**config.mk**
```make
export PLATFORM = sky130hd
export DESIGN_NAME = pressure_readout
export DESIGN_NICKNAME = d
export VERILOG_FILES = /design/src/pkg/pressure_pkg.sv /design/src/verilog/pressure_converter.sv /design/src/verilog/pressure_readout.sv
export SDC_FILE = /design/constraint.sdc
export NUM_CORES = 1
export LEC_CHECK = 0
export BUFFER_PORTS_ARGS = -buffer_cell sky130_fd_sc_hd__clkbuf_2
export CORE_ASPECT_RATIO = 0.5
export CORE_MARGIN = 3
export CORE_UTILIZATION = 36
export DETAILED_ROUTE_END_ITERATION = 16
export GPL_ROUTABILITY_DRIVEN = 0
export PLACE_DENSITY = 0.59
export SYNTH_ARGS = -nofsm -noshare
export SYNTH_HDL_FRONTEND = slang
export SYNTH_SLANG_ARGS = --single-unit
```
**constraint.sdc**
```tcl
create_clock -name mclk_in -period 2.5 [get_ports mclk_in]
set_input_delay 0.625 -clock mclk_in [delete_from_list [all_inputs] [get_ports mclk_in]]
set_output_delay 0.625 -clock mclk_in [all_outputs]
set_load 0.01 [all_outputs]
```
**src/pkg/pressure_pkg.sv**
```systemverilog
package pressure_pkg;

  // --------------------------------------------------------------------
  // bus target addresses and converter commands
  // --------------------------------------------------------------------
  localparam logic [7:0] CAL_RD_ADDR = 8'hA1;
  localparam logic [7:0] CAL_WR_ADDR = 8'hA0;
  localparam logic [7:0] ADC_WR_ADDR = 8'hEE;
  localparam logic [7:0] ADC_RD_ADDR = 8'hEF;
  localparam logic [7:0] CMD_PREFIX = 8'hFF;
  localparam logic [7:0] CMD_PRESSURE = 8'hF0;
  localparam logic [7:0] CMD_TEMPERATURE = 8'hE8;
  localparam logic [7:0] CMD_RESULT = 8'hFD;

  // --------------------------------------------------------------------
  // calibration memory byte addresses
  // --------------------------------------------------------------------
  localparam logic [7:0] SENSITIVITY_COEFF = 8'h10;
  localparam logic [7:0] OFFSET_COEFF = 8'h12;
  localparam logic [7:0] SENSITIVITY_TEMPCO = 8'h14;
  localparam logic [7:0] OFFSET_TEMPCO = 8'h16;
  localparam logic [7:0] REFERENCE_TEMPERATURE = 8'h18;
  localparam logic [7:0] TEMPERATURE_TEMPCO = 8'h1A;
  localparam logic [7:0] OFFSET_FINE_TUNE = 8'h1C;
  localparam logic [7:0] SENSOR_PARAM_A = 8'h1E;
  localparam logic [7:0] SENSOR_PARAM_B = 8'h1F;
  localparam logic [7:0] SENSOR_PARAM_C = 8'h20;
  localparam logic [7:0] SENSOR_PARAM_D = 8'h21;
  localparam logic [7:0] CAL_UNMAPPED = 8'h00;
  localparam logic [7:0] RESULT_PAD = 8'h00;

  // --------------------------------------------------------------------
  // serial framing and converter timing
  // --------------------------------------------------------------------
  localparam logic [3:0] BYTE_BITS = 4'h8;
  localparam logic [3:0] LAST_BIT = 4'h7;
  localparam logic [1:0] RESULT_HIGH = 2'h0;
  localparam logic [1:0] RESULT_LOW = 2'h1;
  localparam logic [1:0] RESULT_DONE = 2'h2;
  // conversion length in converter clock edges (~31 ms at 32768 Hz)
  localparam int unsigned CONV_MCLK_EDGES = 1024;

  // --------------------------------------------------------------------
  // types
  // --------------------------------------------------------------------
  typedef enum logic {CONV_PRESSURE, CONV_TEMPERATURE} conv_kind_e;
  typedef enum logic {TGT_CAL, TGT_ADC} target_e;
  typedef enum logic [2:0] {
    ST_IDLE, ST_ADDR, ST_WR_BYTE, ST_ACK, ST_RD_BYTE, ST_MACK
  } i2c_state_e;

  // pins seen from outside the clock domain
  typedef struct packed {
    logic scl;
    logic sda;
    logic conv_clk;
    logic conv_rst_n;
  } pins_s;

endpackage

```
**src/verilog/pressure_converter.sv**
```systemverilog
`timescale 1ns/100ps
`default_nettype none
module pressure_converter
  import pressure_pkg::*;
#(
  parameter int unsigned CONV_EDGES = CONV_MCLK_EDGES
) (
  // clock and reset
  input wire logic mclk_in,
  input wire logic rstn_in,
  // control from the bus side
  input wire logic conv_clk_rise_in,
  input wire logic conv_enable_in,
  input wire logic start_in,
  input wire conv_kind_e kind_in,
  // sensor words
  input wire logic [15:0] raw_pressure_in,
  input wire logic [15:0] raw_temperature_in,
  // status and result
  output logic busy_out,
  output logic [15:0] result_out
);

  localparam int unsigned CW = $clog2(CONV_EDGES + 1);
  localparam logic [CW-1:0] LAST_EDGE = CW'(CONV_EDGES - 1);

  logic busy, next_busy;
  logic [CW-1:0] cnt, next_cnt;
  conv_kind_e kind, next_kind;
  logic [15:0] result, next_result;

  // --------------------------------------------------------------------
  // conversion sequencer
  // --------------------------------------------------------------------
  // held in reset while the converter reset pin is low
  always_comb begin
    next_busy = busy;
    next_cnt = cnt;
    next_kind = kind;
    next_result = result;
    if (!conv_enable_in) begin
      next_busy = 1'b0;
      next_cnt = '0;
      next_result = '0;
    end else if (start_in && !busy) begin
      next_busy = 1'b1;
      next_cnt = '0;
      next_kind = kind_in;
    end else if (busy && conv_clk_rise_in) begin
      if (cnt == LAST_EDGE) begin
        next_busy = 1'b0;
        // pressure yields the raw pressure word, else temperature
        next_result = (kind == CONV_PRESSURE) ? raw_pressure_in
                                              : raw_temperature_in;
      end else begin
        next_cnt = cnt + CW'(1);
      end
    end
  end

  // register the sequencer
  always_ff @(posedge mclk_in or negedge rstn_in) begin
    if (!rstn_in) begin
      busy <= 1'b0;
      cnt <= '0;
      kind <= CONV_PRESSURE;
      result <= '0;
    end else begin
      busy <= next_busy;
      cnt <= next_cnt;
      kind <= next_kind;
      result <= next_result;
    end
  end

  assign busy_out = busy;
  assign result_out = result;

endmodule
`default_nettype wire

```
**src/verilog/pressure_readout.sv**
```systemverilog
// Overview of operation
// - The calibration memory answers reads at 0xA1 and stores no data.
// - The converter answers 0xEE for writes and 0xEF for reads.
// - Calibration reads set a byte address, then read bytes in sequence.
// - Seven coefficients sit high byte first at 16..29, four params 30..33.
// - Results go out high byte then low; master acks, then nacks and stops.
// - Pressure conversions give raw_pressure, temperature raw_temperature.
`timescale 1ns/100ps
`default_nettype none
module pressure_readout
  import pressure_pkg::*;
#(
  parameter int unsigned CONV_EDGES = CONV_MCLK_EDGES,
  // {offset_fine_tune .. sensitivity_coeff}, index 0 last
  parameter logic [6:0][15:0] COEFFS = {16'h09C4, 16'h0F96, 16'h23E7,
    16'h01B9, 16'h0138, 16'h0E8C, 16'h74D4},
  // {param_d, param_c, param_b, param_a}
  parameter logic [3:0][7:0] PARAMS = {8'h09, 8'h04, 8'h04, 8'h01}
) (
  // clock and reset
  input wire logic mclk_in,
  input wire logic rstn_in,
  // two-wire bus
  input wire logic scl_in,
  input wire logic sda_in,
  output logic sda_out,
  output logic sda_oe_n_out,
  // converter pins
  input wire logic conv_clk_in,
  input wire logic converter_reset_n_in,
  // sensor words, same clock domain
  input wire logic [15:0] raw_pressure_in,
  input wire logic [15:0] raw_temperature_in,
  // status
  output logic conv_busy_out
);

  // --------------------------------------------------------------------
  // pin synchronisers and edge finders
  // --------------------------------------------------------------------
  pins_s pins_raw, sync1, sync2, prev;

  assign pins_raw = '{scl: scl_in, sda: sda_in,
                      conv_clk: conv_clk_in,
                      conv_rst_n: converter_reset_n_in};

  // only sync2 and later stages feed logic
  always_ff @(posedge mclk_in or negedge rstn_in) begin
    if (!rstn_in) begin
      sync1 <= '{scl: 1'b1, sda: 1'b1, conv_clk: 1'b0, conv_rst_n: 1'b0};
      sync2 <= '{scl: 1'b1, sda: 1'b1, conv_clk: 1'b0, conv_rst_n: 1'b0};
      prev <= '{scl: 1'b1, sda: 1'b1, conv_clk: 1'b0, conv_rst_n: 1'b0};
    end else begin
      sync1 <= pins_raw;
      sync2 <= sync1;
      prev <= sync2;
    end
  end

  logic scl_rise, scl_fall, start_cond, stop_cond, conv_clk_rise;

  // start and stop are sda edges while scl stays high
  assign scl_rise = sync2.scl && !prev.scl;
  assign scl_fall = !sync2.scl && prev.scl;
  assign start_cond = sync2.scl && prev.scl && prev.sda && !sync2.sda;
  assign stop_cond = sync2.scl && prev.scl && !prev.sda && sync2.sda;
  assign conv_clk_rise = sync2.conv_clk && !prev.conv_clk;

  // --------------------------------------------------------------------
  // calibration memory contents
  // --------------------------------------------------------------------
  // addresses outside the coefficient and param span read as a fixed pad byte
  function automatic logic [7:0] cal_byte(input logic [7:0] addr);
    logic [7:0] rel;
    logic [7:0] prel;
    rel = addr - SENSITIVITY_COEFF;
    prel = addr - SENSOR_PARAM_A;
    if (addr >= SENSITIVITY_COEFF && addr < SENSOR_PARAM_A) begin
      // even address is the high byte of the pair
      cal_byte = rel[0] ? COEFFS[rel[3:1]][7:0]
                        : COEFFS[rel[3:1]][15:8];
    end else if (addr >= SENSOR_PARAM_A && addr <= SENSOR_PARAM_D) begin
      cal_byte = PARAMS[prel[1:0]];
    end else begin
      cal_byte = CAL_UNMAPPED;
    end
  endfunction

  // --------------------------------------------------------------------
  // converter
  // --------------------------------------------------------------------
  logic conv_start;
  conv_kind_e pend_kind, next_pend_kind;
  logic [15:0] result;

  pressure_converter #(
    .CONV_EDGES(CONV_EDGES)
  ) u_conv (
    .mclk_in(mclk_in),
    .rstn_in(rstn_in),
    .conv_clk_rise_in(conv_clk_rise),
    .conv_enable_in(sync2.conv_rst_n),
    .start_in(conv_start),
    .kind_in(pend_kind),
    .raw_pressure_in(raw_pressure_in),
    .raw_temperature_in(raw_temperature_in),
    .busy_out(conv_busy_out),
    .result_out(result)
  );

  // --------------------------------------------------------------------
  // bus target state
  // --------------------------------------------------------------------
  i2c_state_e state, next_state;
  target_e target, next_target;
  logic is_read, next_is_read;
  logic first_wr, next_first_wr;
  logic [7:0] shift, next_shift;
  logic [3:0] cnt, next_cnt;
  logic [7:0] ptr, next_ptr;
  logic [1:0] rd_idx, next_rd_idx;
  logic drive, next_drive;
  logic armed, next_armed;
  logic pend, next_pend;
  logic [7:0] load_byte;

  // byte to send next; result words go high byte then low
  always_comb begin
    if (target == TGT_CAL) begin
      load_byte = cal_byte(ptr);
    end else if (rd_idx == RESULT_HIGH) begin
      load_byte = result[15:8];
    end else if (rd_idx == RESULT_LOW) begin
      load_byte = result[7:0];
    end else begin
      load_byte = RESULT_PAD;
    end
  end

  // protocol engine; sda only changes while scl is low
  always_comb begin
    next_state = state;
    next_target = target;
    next_is_read = is_read;
    next_first_wr = first_wr;
    next_shift = shift;
    next_cnt = cnt;
    next_ptr = ptr;
    next_rd_idx = rd_idx;
    next_drive = drive;
    next_armed = armed;
    next_pend = pend;
    next_pend_kind = pend_kind;
    conv_start = 1'b0;
    if (start_cond) begin
      // repeated start keeps the memory pointer
      next_state = ST_ADDR;
      next_cnt = '0;
      next_drive = 1'b0;
    end else if (stop_cond) begin
      next_state = ST_IDLE;
      next_drive = 1'b0;
      next_armed = 1'b0;
      if (pend) begin
        // conversion begins only at the stop closing the command
        conv_start = 1'b1;
        next_pend = 1'b0;
      end
    end else begin
      case (state)
        ST_ADDR, ST_WR_BYTE: begin
          if (scl_rise) begin
            next_shift = {shift[6:0], sync2.sda};
            next_cnt = cnt + 4'h1;
          end else if (scl_fall && cnt == BYTE_BITS) begin
            next_state = ST_ACK;
            next_drive = 1'b1;
            if (state == ST_ADDR) begin
              case (shift)
                CAL_RD_ADDR: begin
                  next_target = TGT_CAL;
                  next_is_read = 1'b1;
                end
                CAL_WR_ADDR: begin
                  next_target = TGT_CAL;
                  next_is_read = 1'b0;
                  next_first_wr = 1'b1;
                end
                ADC_WR_ADDR: begin
                  next_target = TGT_ADC;
                  next_is_read = 1'b0;
                end
                ADC_RD_ADDR: begin
                  next_target = TGT_ADC;
                  next_is_read = 1'b1;
                  next_rd_idx = RESULT_HIGH;
                end
                default: begin
                  next_state = ST_IDLE;
                  next_drive = 1'b0;
                end
              endcase
            end else if (target == TGT_CAL) begin
              // only the byte address is taken, data writes refused
              if (first_wr) begin
                next_ptr = shift;
                next_first_wr = 1'b0;
              end else begin
                next_state = ST_IDLE;
                next_drive = 1'b0;
              end
            end else begin
              case (shift)
                CMD_PREFIX: next_armed = 1'b1;
                CMD_PRESSURE: begin
                  if (armed) begin
                    next_pend = 1'b1;
                    next_pend_kind = CONV_PRESSURE;
                  end else begin
                    next_state = ST_IDLE;
                    next_drive = 1'b0;
                  end
                  next_armed = 1'b0;
                end
                CMD_TEMPERATURE: begin
                  next_pend = 1'b1;
                  next_pend_kind = CONV_TEMPERATURE;
                  next_armed = 1'b0;
                end
                CMD_RESULT: next_armed = 1'b0;
                default: begin
                  next_state = ST_IDLE;
                  next_drive = 1'b0;
                  next_armed = 1'b0;
                end
              endcase
            end
          end
        end
        ST_ACK: begin
          if (scl_fall) begin
            next_cnt = '0;
            if (is_read) begin
              next_state = ST_RD_BYTE;
              next_shift = load_byte;
              next_drive = !load_byte[7];
              if (target == TGT_CAL) begin
                next_ptr = ptr + 8'h01;
              end else if (rd_idx != RESULT_DONE) begin
                next_rd_idx = rd_idx + 2'h1;
              end
            end else begin
              next_state = ST_WR_BYTE;
              next_drive = 1'b0;
            end
          end
        end
        ST_RD_BYTE: begin
          if (scl_fall) begin
            if (cnt == LAST_BIT) begin
              next_state = ST_MACK;
              next_drive = 1'b0;
            end else begin
              next_shift = {shift[6:0], 1'b0};
              next_drive = !shift[6];
              next_cnt = cnt + 4'h1;
            end
          end
        end
        ST_MACK: begin
          // master ack kept in shift[0]; a one ends the read
          if (scl_rise) begin
            next_shift = {shift[7:1], sync2.sda};
          end else if (scl_fall) begin
            if (!shift[0]) begin
              next_state = ST_RD_BYTE;
              next_cnt = '0;
              next_shift = load_byte;
              next_drive = !load_byte[7];
              if (target == TGT_CAL) begin
                next_ptr = ptr + 8'h01;
              end else if (rd_idx != RESULT_DONE) begin
                next_rd_idx = rd_idx + 2'h1;
              end
            end else begin
              next_state = ST_IDLE;
            end
          end
        end
        default: begin
          next_drive = 1'b0;
        end
      endcase
    end
  end

  // register the protocol engine
  always_ff @(posedge mclk_in or negedge rstn_in) begin
    if (!rstn_in) begin
      state <= ST_IDLE;
      target <= TGT_CAL;
      is_read <= 1'b0;
      first_wr <= 1'b0;
      shift <= '0;
      cnt <= '0;
      ptr <= '0;
      rd_idx <= RESULT_HIGH;
      drive <= 1'b0;
      armed <= 1'b0;
      pend <= 1'b0;
      pend_kind <= CONV_PRESSURE;
    end else begin
      state <= next_state;
      target <= next_target;
      is_read <= next_is_read;
      first_wr <= next_first_wr;
      shift <= next_shift;
      cnt <= next_cnt;
      ptr <= next_ptr;
      rd_idx <= next_rd_idx;
      drive <= next_drive;
      armed <= next_armed;
      pend <= next_pend;
      pend_kind <= next_pend_kind;
    end
  end

  // open drain: only ever pulls low
  assign sda_out = 1'b0;
  assign sda_oe_n_out = !drive;

endmodule
`default_nettype wire

```
==> run summary <==
drt pass-1 iters: 4
CTS tree: built
wire length on met1: 5878 um
DP HPWL: 8608 um
Met3 Wirelength: 680 um
Layout area overhead: 15.76%
Final Core Density: 44.10%
crit path max fanout: 7
die area: 14380 um2
Syn Nets: 566
GRT overflow: 0
Slew @ Worst Pin: 0.8708 ns
Yosys reg bits: 72
count of final setup violators: 0
EDFF count, synth: 0
endpoint type of the worst setup path: flop
postcts setup bufs: 0
maximum clock frequency: 0.4195 GHz
Final Hold Fails: 0
Syn Std Cell Area: 4644 um2
DR iter-0 viols: 295
sequential share of the synthesized area: 38.95%
Worst EP required: 2.78 ns
MaxCap Viol Count: 0
NumNets Final: 607
number of sinks on the clock net: 72
drc violations: 0
CTS buffer count: 9
Routed Antenna Nets: 0
# diodes: 0
Reg area: 1809 um2
Global Route Usage Sum: 17.31%
Die Width: 166.6 um
slew margin rel.: 41.95%
LEAKAGE: 2.272 nW
Layout fillers: 1190
CP peak stage delay: 0.54 ns
met2 wire length: 5142 um
Post-Syn Area per Cell: 9.018 um2
CP arrival: 2.66 ns
asr flop ratio synth: 100.0%
pin count of the biggest net entering global routing: 32
total number of vias: 4016
Tcrit/Tclk final: 95.34%
Synth Warn #: 0
fin crit period: 2.384 ns
vias in the first global route: 3873
Switching Share: 31.75%
CP cell instances: inv_1 -> ha_1 -> nor4bb_1 -> buf_4 -> a21oi_1 -> o31a_1 -> a2111oi_0 -> a32o_1
NetSw: 1.045 mW
Worst Skew: 0.007998 ns
WL per Instance: 16.33 um
Comb power frac: 19.3%
initial core utilization: 38.10%
Inst Count DP: 710
first-pass GRT wire length: 20100 um
Max VDD drop: 0.3651 mV
Slowest cell on crit path: dfstp_2
critical path class: reg2reg
I/O pins: 41
TNS Setup: 0 ns
Rows: 28
Routed WL: 11860 um
outcome: finished, final reports clean
Final Instance Count excl. Fillers: 726
unrepaired setup endpoints after global routing: false
Critical Path Source Type: flop
sequential share of power: 43.1%
Primary FF master, synth: dfrtp_1
internal cell power: 2.246 mW
Multi-input gate area: 2604 um2
Clock Power Share: 37.5%
Top Metal Used: met4
Via density: 5.532
initial antenna violation count: 0
port bufs: 39
Worst-Skew Late Latency: 0.34 ns
clock root buffer master: clkbuf_16
htree depth: 3
clk buf depth: 2
layout cell share with drive strength beyond 1: 19.79%
Distinct cells, synth: 78
max-slew violations: 0
Worst Hold Class: in2async
Cells after Synth: 515
pwr/cell area: 612.1 nW/um2
DIE HEIGHT: 86.32 um
Placeable Area: 12190 um2
clock-pin slew on the worst setup and hold paths: 0.06 ns
-- worst paths after layout --
| kind | from | to | slack, ns | cells after the start |
|---|---|---|---|---|
| worst min-delay path | rstn_in | u_conv.cnt[1] | 0.22 | 1 |
| worst min register to register | sync1[0] | sync2[0] | 0.35 | 0 |
| min in group mclk_in | sync1[0] | sync2[0] | 0.35 | 0 |
| worst max-delay path | prev[3] | drive | 0.12 | 8 |
| max in group asynchronous | rstn_in | u_conv.cnt[10] | 1.70 | 2 |
| worst max register to register | prev[3] | drive | 0.12 | 8 |
-- placed cells by master (no fill, tap or decap), types with 3 or more instances in the layout --
cell type	count
nand2_1	66
dfrtp_1	66
clkbuf_2	38
nor2_1	30
a21oi_1	30
o21ai_0	30
buf_4	27
a31oi_1	19
mux2i_1	18
inv_1	16
nand3_1	16
ha_1	13
nand2b_1	11
clkbuf_16	9
nor3_1	8
o211a_1	8
nor2b_1	7
and2_1	7
nand3b_1	7
nand4_1	7
and3_1	7
mux2_2	6
dfstp_2	6
xor2_1	5
o21a_1	5
nor3b_1	5
o211ai_1	5
or3_1	4
a211oi_1	4
xnor2_1	4
a32o_1	4
nor4_1	3
a2bb2oi_1	3
a32oi_1	3
o22a_1	3
-- kinds of logic (layout without fill, tap and decap cells) --
group / Yosys count / after routing / share of synthesized area, %
AOI/OAI and AO/OA: 145 / 145 / 22.15
other: 1 / 1 / 0.08074
xor gates and xnor gates: 9 / 9 / 1.697
buffers and inverters: 52 / 98 / 5.011
adders and majority gates: 13 / 13 / 3.502
and+or+nand+nor: 198 / 198 / 22.95
DFF: 72 / 72 / 38.95
muxes: 25 / 25 / 5.657
-- cell usage after synthesis (all sizes together) (8+ instances only) --
cell    count  share of area (%)
a31oi      19                2.6
clkbuf     21                1.7
buf        15                2.0
nand3      17                1.9
nor2       31                2.6
a21oi      30                3.2
nand2      66                5.3
o21ai      31                3.3
inv        16                1.3
dfrtp      66                 36
ha         13                3.5
nor3        8               0.86
nand2b     11                1.5
mux2i      18                3.9
and2        8                1.1
o211a       8                1.7
-- final cells by class --
type,count,area share [%]
clock buffer,11,4.515
clock inverter,5,0.7680
inverter,16,1.117
multi-input combinational,391,48.43
sequential,72,33.65
tap,165,3.840
timing repair buffer,66,7.680
-- flip-flops by register name, summed over array words and instances (netlist names) --
register / count
prev: 3
u_conv.kind: 1
first_wr: 1
u_conv.result_out: 16
ptr: 8
is_read: 1
sync2: 4
target: 1
pend: 1
cnt: 4
drive: 1
u_conv.busy_out: 1
u_conv.cnt: 11
sync1: 4
shift: 8
state: 3
rd_idx: 2
armed: 1
pend_kind: 1
-- power by group through the flow --
| stage | clock, mW | sequential [mW] | combinational [mW] |
|---|---|---|---|
| 2_1_floorplan | 0 | 1.36 | 0.491 |
| 3_3_place_gp | 0 | 1.43 | 0.626 |
| 3_5_place_dp | 0 | 1.43 | 0.631 |
| 4_1_cts | 1.27 | 1.41 | 0.633 |
| 5_1_grt | 1.32 | 1.44 | 0.712 |
| 6_report | 1.24 | 1.42 | 0.636 |
-- stage by stage --
step	hold WS, ns	setup slack (ns)	cell area, um2	total power, mW
2_1_floorplan	0.3294	0.2043	4644	1.852
3_3_place_gp	0.3334	0.2147	5091	2.057
3_5_place_dp	0.3347	0.1308	5091	2.065
4_1_cts	0.2272	0.09368	5375	3.314
5_1_grt	0.2497	0.01304	5376	3.469
6_report	0.2203	0.1164	5376	3.291
-- worst max-delay path, delay by kind of cell, from the launching register on --
family | cells | cell delay, ns
and+or+nand+nor | 1 | 0.36
buffers and inverters | 2 | 0.28
AOI/OAI and AO/OA | 4 | 0.89
adders and majority gates | 1 | 0.25
DFF | 1 | 0.54
-- repair_timing --
action,in CTS,in global routing
hold buffers,0,0
endpoints found under the setup margin,0,9
gates resized for setup,0,2
-- routing by layer --
metal  vias to the layer above  track usage, %
li1                       1972               -
met3                        14           4.100
met2                       121           27.22
met5                         -               0
met1                      1909           24.13
met4                         0           4.865
(Power assumes the default switching activity.)
